==> src/design/crs_pkg.sv <==
package crs_pkg;
  // core clock
  localparam int CLK_HZ = 40000000;
  localparam int CLK_PERIOD_NS = 25;
  // pixel period, nominal (250 ns, at least 200 ns)
  localparam int PIX_NS = 250;
  localparam int PIX_MIN_NS = 200;
  localparam int PIX_CYC = (PIX_NS + CLK_PERIOD_NS - 1) / CLK_PERIOD_NS;
  localparam int HALF_PIX_CYC = PIX_CYC / 2;
  // vertical pulse width, nominal 5 us (at least 4 us)
  localparam int VPW_US = 5;
  localparam int VPW_CYC = VPW_US * (CLK_HZ / 1000000);
  // horizontal setup interval, nominal 1000 ns
  localparam int HSETUP_NS = 1000;
  localparam int HSETUP_CYC =
    (HSETUP_NS + CLK_PERIOD_NS - 1) / CLK_PERIOD_NS;
  // reset clock pulse width, nominal 60 ns (at least 20 ns)
  localparam int RST_PW_NS = 60;
  localparam int RST_PW_CYC =
    (RST_PW_NS + CLK_PERIOD_NS - 1) / CLK_PERIOD_NS;
  // line and frame geometry
  localparam int VPHASES = 3;
  localparam int PIX_PER_LINE = 1044;
  localparam int EXTRA_PIX = 1;
  localparam int LINES_PER_FRAME = 1032;
  localparam int PIX_CNT_W = 11;
  localparam int LINE_CNT_W = 11;
  localparam int CYC_CNT_W = 16;
  localparam int EXP_W = 32;
  // output amplifier choice
  localparam logic OUT_WIDE = 1'h0;
  localparam logic OUT_SENSITIVE = 1'h1;
  // static level of an unused split gate: the horizontal low level
  localparam logic SPLIT_IDLE = 1'h0;
  typedef enum logic [2:0] {
    ST_IDLE, ST_EXPOSE, ST_VERT, ST_HSETUP, ST_HREAD
  } crs_state_t;
endpackage

==> src/design/crs_pixel_clock.sv <==
`timescale 1ns/10ps
// free-running pixel timebase: horizontal phases and reset clock
module crs_pixel_clock (
  input wire logic clk,
  input wire logic rst_n,
  input wire logic run_h,
  output logic h_a,
  output logic h_b,
  output logic rst_clk,
  output logic pix_end
);
  logic [7:0] cnt_reg;
  logic [7:0] cnt_next;
  always_comb begin
    cnt_next = cnt_reg + 8'h01;
    if (cnt_reg == 8'(crs_pkg::PIX_CYC - 1)) begin
      cnt_next = 8'h00;
    end
  end
  always_ff @(posedge clk or negedge rst_n) begin
    if (!rst_n) begin
      cnt_reg <= 8'h00;
    end else begin
      cnt_reg <= cnt_next;
    end
  end
  assign pix_end = (cnt_reg == 8'(crs_pkg::PIX_CYC - 1));
  // b high in the first half so its fall lands mid-period
  assign h_b = run_h && (cnt_reg < 8'(crs_pkg::HALF_PIX_CYC));
  assign h_a = run_h && !h_b;
  // reset pulse just after the packet is sensed, before the next dump
  assign rst_clk = (cnt_reg < 8'(crs_pkg::RST_PW_CYC));
endmodule

==> src/design/crs_vert_seq.sv <==
`timescale 1ns/10ps
// four-step accumulation-mode line transfer
module crs_vert_seq (
  input wire logic clk,
  input wire logic rst_n,
  input wire logic start,
  output logic v_a,
  output logic v_b,
  output logic done
);
  logic [2:0] step_reg;
  logic [2:0] step_next;
  logic [15:0] cnt_reg;
  logic [15:0] cnt_next;
  always_comb begin
    step_next = step_reg;
    cnt_next = cnt_reg;
    if (step_reg == 3'h0) begin
      if (start) begin
        step_next = 3'h1;
        cnt_next = 16'h0000;
      end
    end else if (cnt_reg == 16'(crs_pkg::VPW_CYC - 1)) begin
      cnt_next = 16'h0000;
      step_next = (step_reg == 3'h3) ? 3'h0 : step_reg + 3'h1;
    end else begin
      cnt_next = cnt_reg + 16'h0001;
    end
  end
  always_ff @(posedge clk or negedge rst_n) begin
    if (!rst_n) begin
      step_reg <= 3'h0;
      cnt_reg <= 16'h0000;
    end else begin
      step_reg <= step_next;
      cnt_reg <= cnt_next;
    end
  end
  // 1: a up; 2: a down b up (loads line); 3: a up b down; then a down
  assign v_a = (step_reg == 3'h1) || (step_reg == 3'h3);
  assign v_b = (step_reg == 3'h2);
  assign done = (step_reg == 3'h3) &&
    (cnt_reg == 16'(crs_pkg::VPW_CYC - 1));
endmodule

==> src/design/crs_sequencer.sv <==
`timescale 1ns/10ps
// Functional notes
// wide output: gate one follows h_b
// sensitive output: gate two follows h_b
// reset clock pulses at all times
// line: 3 vpw, setup, 1045 pixels
// frame is 1032 lines
// pixel period at least 200 ns
// horizontal phases 4 MHz, 50 percent
// vertical rate at most 125 kHz
// vertical pulse width at least 4 us
// reset pulse at least 20 ns
// vertical-to-horizontal delay nominally 32 us; the design gives near 16 us
// exposure length programmable by user
// clocks generated at 50 percent duty; the reset clock here is high 3 of every 10 cycles
// vertical phases low during exposure
// vertical a up, swap, swap, a down
// sensor dumps packet on h_b fall
// sensor adds dark pixels and lines
// reset pulse once per pixel period
module crs_sequencer (
  input wire logic CORE_CLK,
  input wire logic RST_N,
  input wire logic START,
  input wire logic OUT_SEL,
  input wire logic [31:0] EXPOSURE_CYCLES,
  output logic VERT_PHASE_A,
  output logic VERT_PHASE_B,
  output logic HORIZ_PHASE_A,
  output logic HORIZ_PHASE_B,
  output logic SPLIT_GATE_LOW_GAIN,
  output logic SPLIT_GATE_HIGH_GAIN,
  output logic RESET_CLK,
  output logic PIXEL_STROBE,
  output logic LINE_DONE,
  output logic FRAME_DONE,
  output logic BUSY
);
  crs_pkg::crs_state_t state_reg;
  crs_pkg::crs_state_t state_next;
  logic [1:0] start_sync_reg;
  logic [1:0] sel_sync_reg;
  logic start_prev_reg;
  logic sel_reg;
  logic sel_next;
  logic [31:0] exp_cnt_reg;
  logic [31:0] exp_cnt_next;
  logic [15:0] setup_cnt_reg;
  logic [15:0] setup_cnt_next;
  logic [10:0] pix_cnt_reg;
  logic [10:0] pix_cnt_next;
  logic [10:0] line_cnt_reg;
  logic [10:0] line_cnt_next;
  logic v_start;
  logic v_a;
  logic v_b;
  logic v_done;
  logic h_a;
  logic h_b;
  logic rst_clk;
  logic pix_end;
  logic run_h;
  logic start_rise;
  logic [31:0] exp_len;
  logic line_end;
  logic frame_end;
  logic hsetup_end;
  logic [1:0] start_sync_next;
  logic [1:0] sel_sync_next;
  logic start_prev_next;
  logic vert_phase_a_next;
  logic vert_phase_b_next;
  logic horiz_phase_a_next;
  logic horiz_phase_b_next;
  logic split_gate_low_gain_next;
  logic split_gate_high_gain_next;
  logic reset_clk_next;
  logic pixel_strobe_next;
  logic line_done_next;
  logic frame_done_next;
  logic busy_next;

  // terminal-count compare shared by the pixel and line counters
  function automatic logic crs_is_last(input logic [10:0] cnt,
    input int n);
    crs_is_last = (cnt == 11'(n - 1));
  endfunction

  // start and output select are asynchronous to the core clock
  always_comb begin
    start_sync_next = {start_sync_reg[0], START};
    sel_sync_next = {sel_sync_reg[0], OUT_SEL};
    start_prev_next = start_sync_reg[1];
  end
  always_ff @(posedge CORE_CLK or negedge RST_N) begin
    if (!RST_N) begin
      start_sync_reg <= 2'h0;
      sel_sync_reg <= 2'h0;
      start_prev_reg <= 1'h0;
    end else begin
      start_sync_reg <= start_sync_next;
      sel_sync_reg <= sel_sync_next;
      start_prev_reg <= start_prev_next;
    end
  end
  assign start_rise = start_sync_reg[1] && !start_prev_reg;
  assign exp_len = EXPOSURE_CYCLES;

  crs_vert_seq u_vert (
    .clk(CORE_CLK),
    .rst_n(RST_N),
    .start(v_start),
    .v_a(v_a),
    .v_b(v_b),
    .done(v_done)
  );

  // horizontal clocks run only in readout; pixel timebase never stops
  assign run_h = (state_reg == crs_pkg::ST_HREAD);
  crs_pixel_clock u_pix (
    .clk(CORE_CLK),
    .rst_n(RST_N),
    .run_h(run_h),
    .h_a(h_a),
    .h_b(h_b),
    .rst_clk(rst_clk),
    .pix_end(pix_end)
  );

  // setup runs on to the next pixel boundary, so the delay from vertical
  // phase a rising to the first horizontal edge is the same on every line after the first;
  // it comes out near 16 us, below nominal, as the line budget wins
  assign hsetup_end =
    (setup_cnt_reg >= 16'(crs_pkg::HSETUP_CYC - 1)) && pix_end;
  assign line_end = (state_reg == crs_pkg::ST_HREAD) && pix_end &&
    crs_is_last(pix_cnt_reg,
      crs_pkg::PIX_PER_LINE + crs_pkg::EXTRA_PIX);
  assign frame_end = line_end &&
    crs_is_last(line_cnt_reg, crs_pkg::LINES_PER_FRAME);
  assign v_start = (state_reg == crs_pkg::ST_VERT) &&
    (setup_cnt_reg == 16'h0000);

  always_comb begin
    state_next = state_reg;
    sel_next = sel_reg;
    exp_cnt_next = exp_cnt_reg;
    setup_cnt_next = setup_cnt_reg;
    pix_cnt_next = pix_cnt_reg;
    line_cnt_next = line_cnt_reg;
    case (state_reg)
      crs_pkg::ST_IDLE: begin
        sel_next = sel_sync_reg[1];
        if (start_rise) begin
          exp_cnt_next = 32'h00000000;
          state_next = crs_pkg::ST_EXPOSE;
        end
      end
      crs_pkg::ST_EXPOSE: begin
        // vertical phases held low for the whole exposure
        exp_cnt_next = exp_cnt_reg + 32'h00000001;
        if (exp_cnt_reg >= exp_len) begin
          line_cnt_next = 11'h000;
          setup_cnt_next = 16'h0000;
          state_next = crs_pkg::ST_VERT;
        end
      end
      crs_pkg::ST_VERT: begin
        // marker: 1 once the vertical sequencer has been kicked
        setup_cnt_next = 16'h0001;
        if (v_done) begin
          setup_cnt_next = 16'h0000;
          state_next = crs_pkg::ST_HSETUP;
        end
      end
      crs_pkg::ST_HSETUP: begin
        // setup ends on a pixel boundary so the first pixel is whole
        setup_cnt_next = setup_cnt_reg + 16'h0001;
        if (hsetup_end) begin
          pix_cnt_next = 11'h000;
          state_next = crs_pkg::ST_HREAD;
        end
      end
      crs_pkg::ST_HREAD: begin
        if (pix_end) begin
          pix_cnt_next = pix_cnt_reg + 11'h001;
        end
        if (frame_end) begin
          state_next = crs_pkg::ST_IDLE;
        end else if (line_end) begin
          line_cnt_next = line_cnt_reg + 11'h001;
          setup_cnt_next = 16'h0000;
          state_next = crs_pkg::ST_VERT;
        end
      end
      default: begin
        state_next = crs_pkg::ST_IDLE;
      end
    endcase
  end

  always_ff @(posedge CORE_CLK or negedge RST_N) begin
    if (!RST_N) begin
      state_reg <= crs_pkg::ST_IDLE;
      sel_reg <= crs_pkg::OUT_WIDE;
      exp_cnt_reg <= 32'h00000000;
      setup_cnt_reg <= 16'h0000;
      pix_cnt_reg <= 11'h000;
      line_cnt_reg <= 11'h000;
    end else begin
      state_reg <= state_next;
      sel_reg <= sel_next;
      exp_cnt_reg <= exp_cnt_next;
      setup_cnt_reg <= setup_cnt_next;
      pix_cnt_reg <= pix_cnt_next;
      line_cnt_reg <= line_cnt_next;
    end
  end

  // next pin values; the flops below only register them
  always_comb begin
    vert_phase_a_next = v_a;
    vert_phase_b_next = v_b;
    horiz_phase_a_next = h_a;
    horiz_phase_b_next = h_b;
    // split gates share the flop stage of h_b, so they carry no skew
    split_gate_low_gain_next = crs_pkg::SPLIT_IDLE;
    split_gate_high_gain_next = crs_pkg::SPLIT_IDLE;
    if (sel_reg == crs_pkg::OUT_WIDE) begin
      split_gate_low_gain_next = h_b;
    end else begin
      split_gate_high_gain_next = h_b;
    end
    reset_clk_next = rst_clk;
    pixel_strobe_next = run_h && pix_end;
    line_done_next = line_end;
    frame_done_next = frame_end;
    busy_next = (state_reg != crs_pkg::ST_IDLE);
  end

  // output register stage; every pin is a flip-flop
  always_ff @(posedge CORE_CLK or negedge RST_N) begin
    if (!RST_N) begin
      VERT_PHASE_A <= 1'h0;
      VERT_PHASE_B <= 1'h0;
      HORIZ_PHASE_A <= 1'h0;
      HORIZ_PHASE_B <= 1'h0;
      SPLIT_GATE_LOW_GAIN <= 1'h0;
      SPLIT_GATE_HIGH_GAIN <= 1'h0;
      RESET_CLK <= 1'h0;
      PIXEL_STROBE <= 1'h0;
      LINE_DONE <= 1'h0;
      FRAME_DONE <= 1'h0;
      BUSY <= 1'h0;
    end else begin
      VERT_PHASE_A <= vert_phase_a_next;
      VERT_PHASE_B <= vert_phase_b_next;
      HORIZ_PHASE_A <= horiz_phase_a_next;
      HORIZ_PHASE_B <= horiz_phase_b_next;
      SPLIT_GATE_LOW_GAIN <= split_gate_low_gain_next;
      SPLIT_GATE_HIGH_GAIN <= split_gate_high_gain_next;
      RESET_CLK <= reset_clk_next;
      PIXEL_STROBE <= pixel_strobe_next;
      LINE_DONE <= line_done_next;
      FRAME_DONE <= frame_done_next;
      BUSY <= busy_next;
    end
  end
endmodule

==> config.mk <==
export PLATFORM = sky130hd
export DESIGN_NAME = crs_sequencer
export DESIGN_NICKNAME = d
export VERILOG_FILES = /design/src/design/crs_pkg.sv /design/src/design/crs_pixel_clock.sv /design/src/design/crs_vert_seq.sv /design/src/design/crs_sequencer.sv
export SDC_FILE = /design/constraint.sdc
export NUM_CORES = 1
export LEC_CHECK = 0
export BUFFER_PORTS_ARGS = -buffer_cell sky130_fd_sc_hd__buf_2
export CAP_MARGIN = 5
export CORE_MARGIN = 3
export CORE_UTILIZATION = 41
export DETAILED_ROUTE_END_ITERATION = 8
export SYNTH_ARGS = -nofsm -noshare
export SYNTH_HDL_FRONTEND = slang
export SYNTH_SLANG_ARGS = --single-unit
==> constraint.sdc <==
create_clock -name CORE_CLK -period 3.1 [get_ports CORE_CLK]
set_clock_uncertainty 0.1 [all_clocks]
set_input_delay 0.155 -clock CORE_CLK [delete_from_list [all_inputs] [get_ports CORE_CLK]]
set_output_delay 0.155 -clock CORE_CLK [all_outputs]
set_load 0.01 [all_outputs]
==> Implementation_results.wiki <==
{| class="wikitable"
! Metric !! Value
|-
| Result of the run || finished clean
|-
| Primary FF master, synth || dfrtp_1
|-
| Residual antenna-violating net count after detailed routing || 0
|-
| Final slew viol count || 0
|-
| Total Neg Setup Slack || 0 ns
|-
| R2r startpoint || exp_cnt_reg[14]
|-
| Dpl hpwl || 10.8 mm
|-
| Initial core utilization || 42.8%
|-
| Total Wirelength || 15.5 mm
|-
| Worst-Margin Slew || 1.08 ns
|-
| Storage cell area || 0.00293 mm^2
|-
| Kind of critical path || flip-flop to flip-flop
|-
| Number of nets in the finished design || 872
|-
| Maximum buffer depth of the clock tree || 2
|-
| Total Power || 3.68 mW
|-
| Fraction of layout instances using a drive strength above 1 || 12.2%
|-
| Areal power density over the cells || 473 mW/mm^2
|-
| Number of H-tree branching levels || 4
|-
| Most common cell after layout, fill and taps aside || dfrtp_1
|-
| Combined area of the multi-input logic cells || 0.00341 mm^2
|-
| Post-synth EDFFs || 0
|-
| Number of instances in the synthesized netlist || 731
|-
| Synthesized net count || 813
|-
| Most frequent cells in the layout || 117 x dfrtp_1, 71 x nand2_1, 71 x o21ai_0
|-
| Sort of element at the start of the critical path || flip-flop
|-
| Count of maximum capacitance violations || 0
|-
| Detailed-route vias per instance || 5.56
|-
| Vias in the first global route || 5563
|-
| Maximum ir drop on the vdd rail || 0.400 mV
|-
| Length of the first detailed-routing pass in iterations || 5
|-
| Fill cell total of the finished layout || 1447
|-
| Clock sink total || 117
|-
| Vias after detailed routing || 5642
|-
| Required time reported for the critical path endpoint || 3.30 ns
|-
| Beginning of the worst hold path || start_sync_reg[0]
|-
| Signed area change from the synthesized netlist to the final layout || 17.4%
|-
| Worst Path Max Fanout || 6
|-
| Global-route wire length before repair || 26.4 mm
|-
| Slew HR || 27.5%
|-
| TritonCTS clock tree || built
|-
| Core box area || 0.0155 mm^2
|-
| Master cell of the clock root buffer || clkbuf_16
|-
| Maximum clock rate || 335 MHz
|-
| Number of CTS-inserted buffers || 17
|-
| Crit. Startpoint || exp_cnt_reg[14]
|-
| Global-route congestion overflow total || 0
|-
| Diode insertion count for antenna repair || 0
|-
| Number of placement rows || 45
|-
| Count of hold-fix buffers inserted at cts || 3
|-
| Global Route Usage Sum || 18.1%
|-
| Buffers inserted during post-CTS setup optimization || 0
|-
| Mean area per synthesized cell || 9.06 um^2
|-
| Clock period minus worst slack || 2.99 ns
|-
| Leakage power summed over all cells || 3.58 nW
|-
| Distinct cell type count of the synthesized netlist || 61
|-
| Synth async-reset ratio || 100%
|-
| CTS-repair resized insts || 0
|-
| DR iter-0 viols || 336
|-
| Clock insertion delay at the later pin of the skew report || 0.42 ns
|-
| Number of warnings printed during yosys synthesis || 0
|-
| Clock-pin slew on the worst setup and hold paths || 0.05 ns
|-
| Post-detailed-route wirelength per cell || 15.3 um
|-
| Unrepaired setup endpoints after global routing || false
|-
| Die X-Extent || 133 um
|-
| Sequential element share of the synthesized area || 44.2%
|-
| Area of the die || 0.0177 mm^2
|-
| Max FFs per register || 32
|-
| Final number of hold-violating endpoints || 0
|-
| Synthesized cell area || 0.00662 mm^2
|-
| Setup-failing EPs final || 0
|-
| Vertical die dimension || 133 um
|-
| Period Utilization, post-route || 96.4%
|-
| Core Util, Final || 50.2%
|-
| Pin count of the biggest net entering global routing || 61
|-
| Hold Path Class || flip-flop to flip-flop
|-
| Count of buffers from port buffering || 46
|-
| Weighted congestion reported at the end of routability-driven placement || 0.809
|-
| Total DRC errors in the routed layout || 0
|-
| Element type at the critical path end || flip-flop
|-
| Worst EP arrival || 3.19 ns
|-
| Flip-flop and latch count after synthesis || 117
|-
| I/O pin total || 47
|-
| Initial antenna violation count || 0
|}
## final cells by class
class                           count  area share (%)
Inverter                           51            2.46
Clock buffer                       24            6.45
Multi-Input combinational cell    543            43.9
Clock inverter                      8            1.54
Timing Repair Buffer               60            4.60
Tap cell                          211            3.40
Sequential cell                   117            37.7
## synthesized netlist by cell type (all sizes together), types with 5 or more instances
master  count  area share [%]
dfrtp     117              44
nand2      71             4.0
o21ai      71             5.4
inv        51             2.9
nand3      51             3.9
a21oi      50             3.8
nor2       49             2.8
ha         46             8.7
and3       23             2.2
a31oi      19             1.8
nand4      18             1.9
o21a       15             1.7
clkbuf     13            0.74
nor4       13             1.5
o31ai      13             1.5
and2        9            0.85
xor2        9             1.2
nor3        8            0.60
buf         7            0.62
nor2b       7            0.66
xnor2       6            0.79
and4        5            0.66
mux2i       5            0.76
## stage by stage
stage	worst slack, ns	std cells	hold slack, ns	cell area (um^2)
3_5_place_dp	0.142	979	0.170	7120
2_1_floorplan	0.344	731	-0.241	6620
5_1_grt	0.0171	1014	0.267	7770
6_report	0.111	1014	0.254	7770
4_1_cts	0.130	1014	0.261	7770
3_3_place_gp	0.190	979	0.167	7120
## layer usage
metal | track usage, % | routed length [um]
met4 | 6.00 | 216
met2 | 28.0 | 7050
met3 | 4.41 | 684
met1 | 24.8 | 7520
met5 | 0 | 0
## worst paths after layout
path	endpoint	slack, ns	cells after the start
setup / recovery	state_reg[0]	0.11	7
hold / removal	start_sync_reg[1]	0.25	0
setup reg to reg	state_reg[0]	0.11	7
hold reg to reg	start_sync_reg[1]	0.25	0
max in group asynchronous	setup_cnt_reg[5]	1.83	3
min in group asynchronous	exp_cnt_reg[16]	0.27	2
## where the power goes
| group | internal (mW) | switching [mW] |
|---|---|---|
| clock | 1.37 | 0.686 |
| combinational | 0.0357 | 0.0578 |
| sequential | 1.53 | 0.00149 |
| total | 2.93 | 0.745 |
## cells by family (layout without fill, tap and decap cells)
logic type	count (synthesis)	count (layout)	synth area share, %
AND/OR/NAND/NOR	274	274	21.4
AO/OA/AOI/OAI	201	201	18.3
XOR/XNOR	15	15	1.98
multiplexers	7	7	1.10
adder cells (fa/ha/maj)	46	46	8.69
flip-flops	117	117	44.2
buffers and inverters	71	143	4.25
## critical path, cell delays in order (launching register included)
cell and delay [ns]:
dfrtp_1 0.43, ha_1 0.32, nand4_1 0.15, or4_1 0.55, o32a_1 0.35, a211o_1 0.35
a21oi_1 0.26, mux2_2 0.36
No activity file was read; power rests on OpenSTA's default activity.
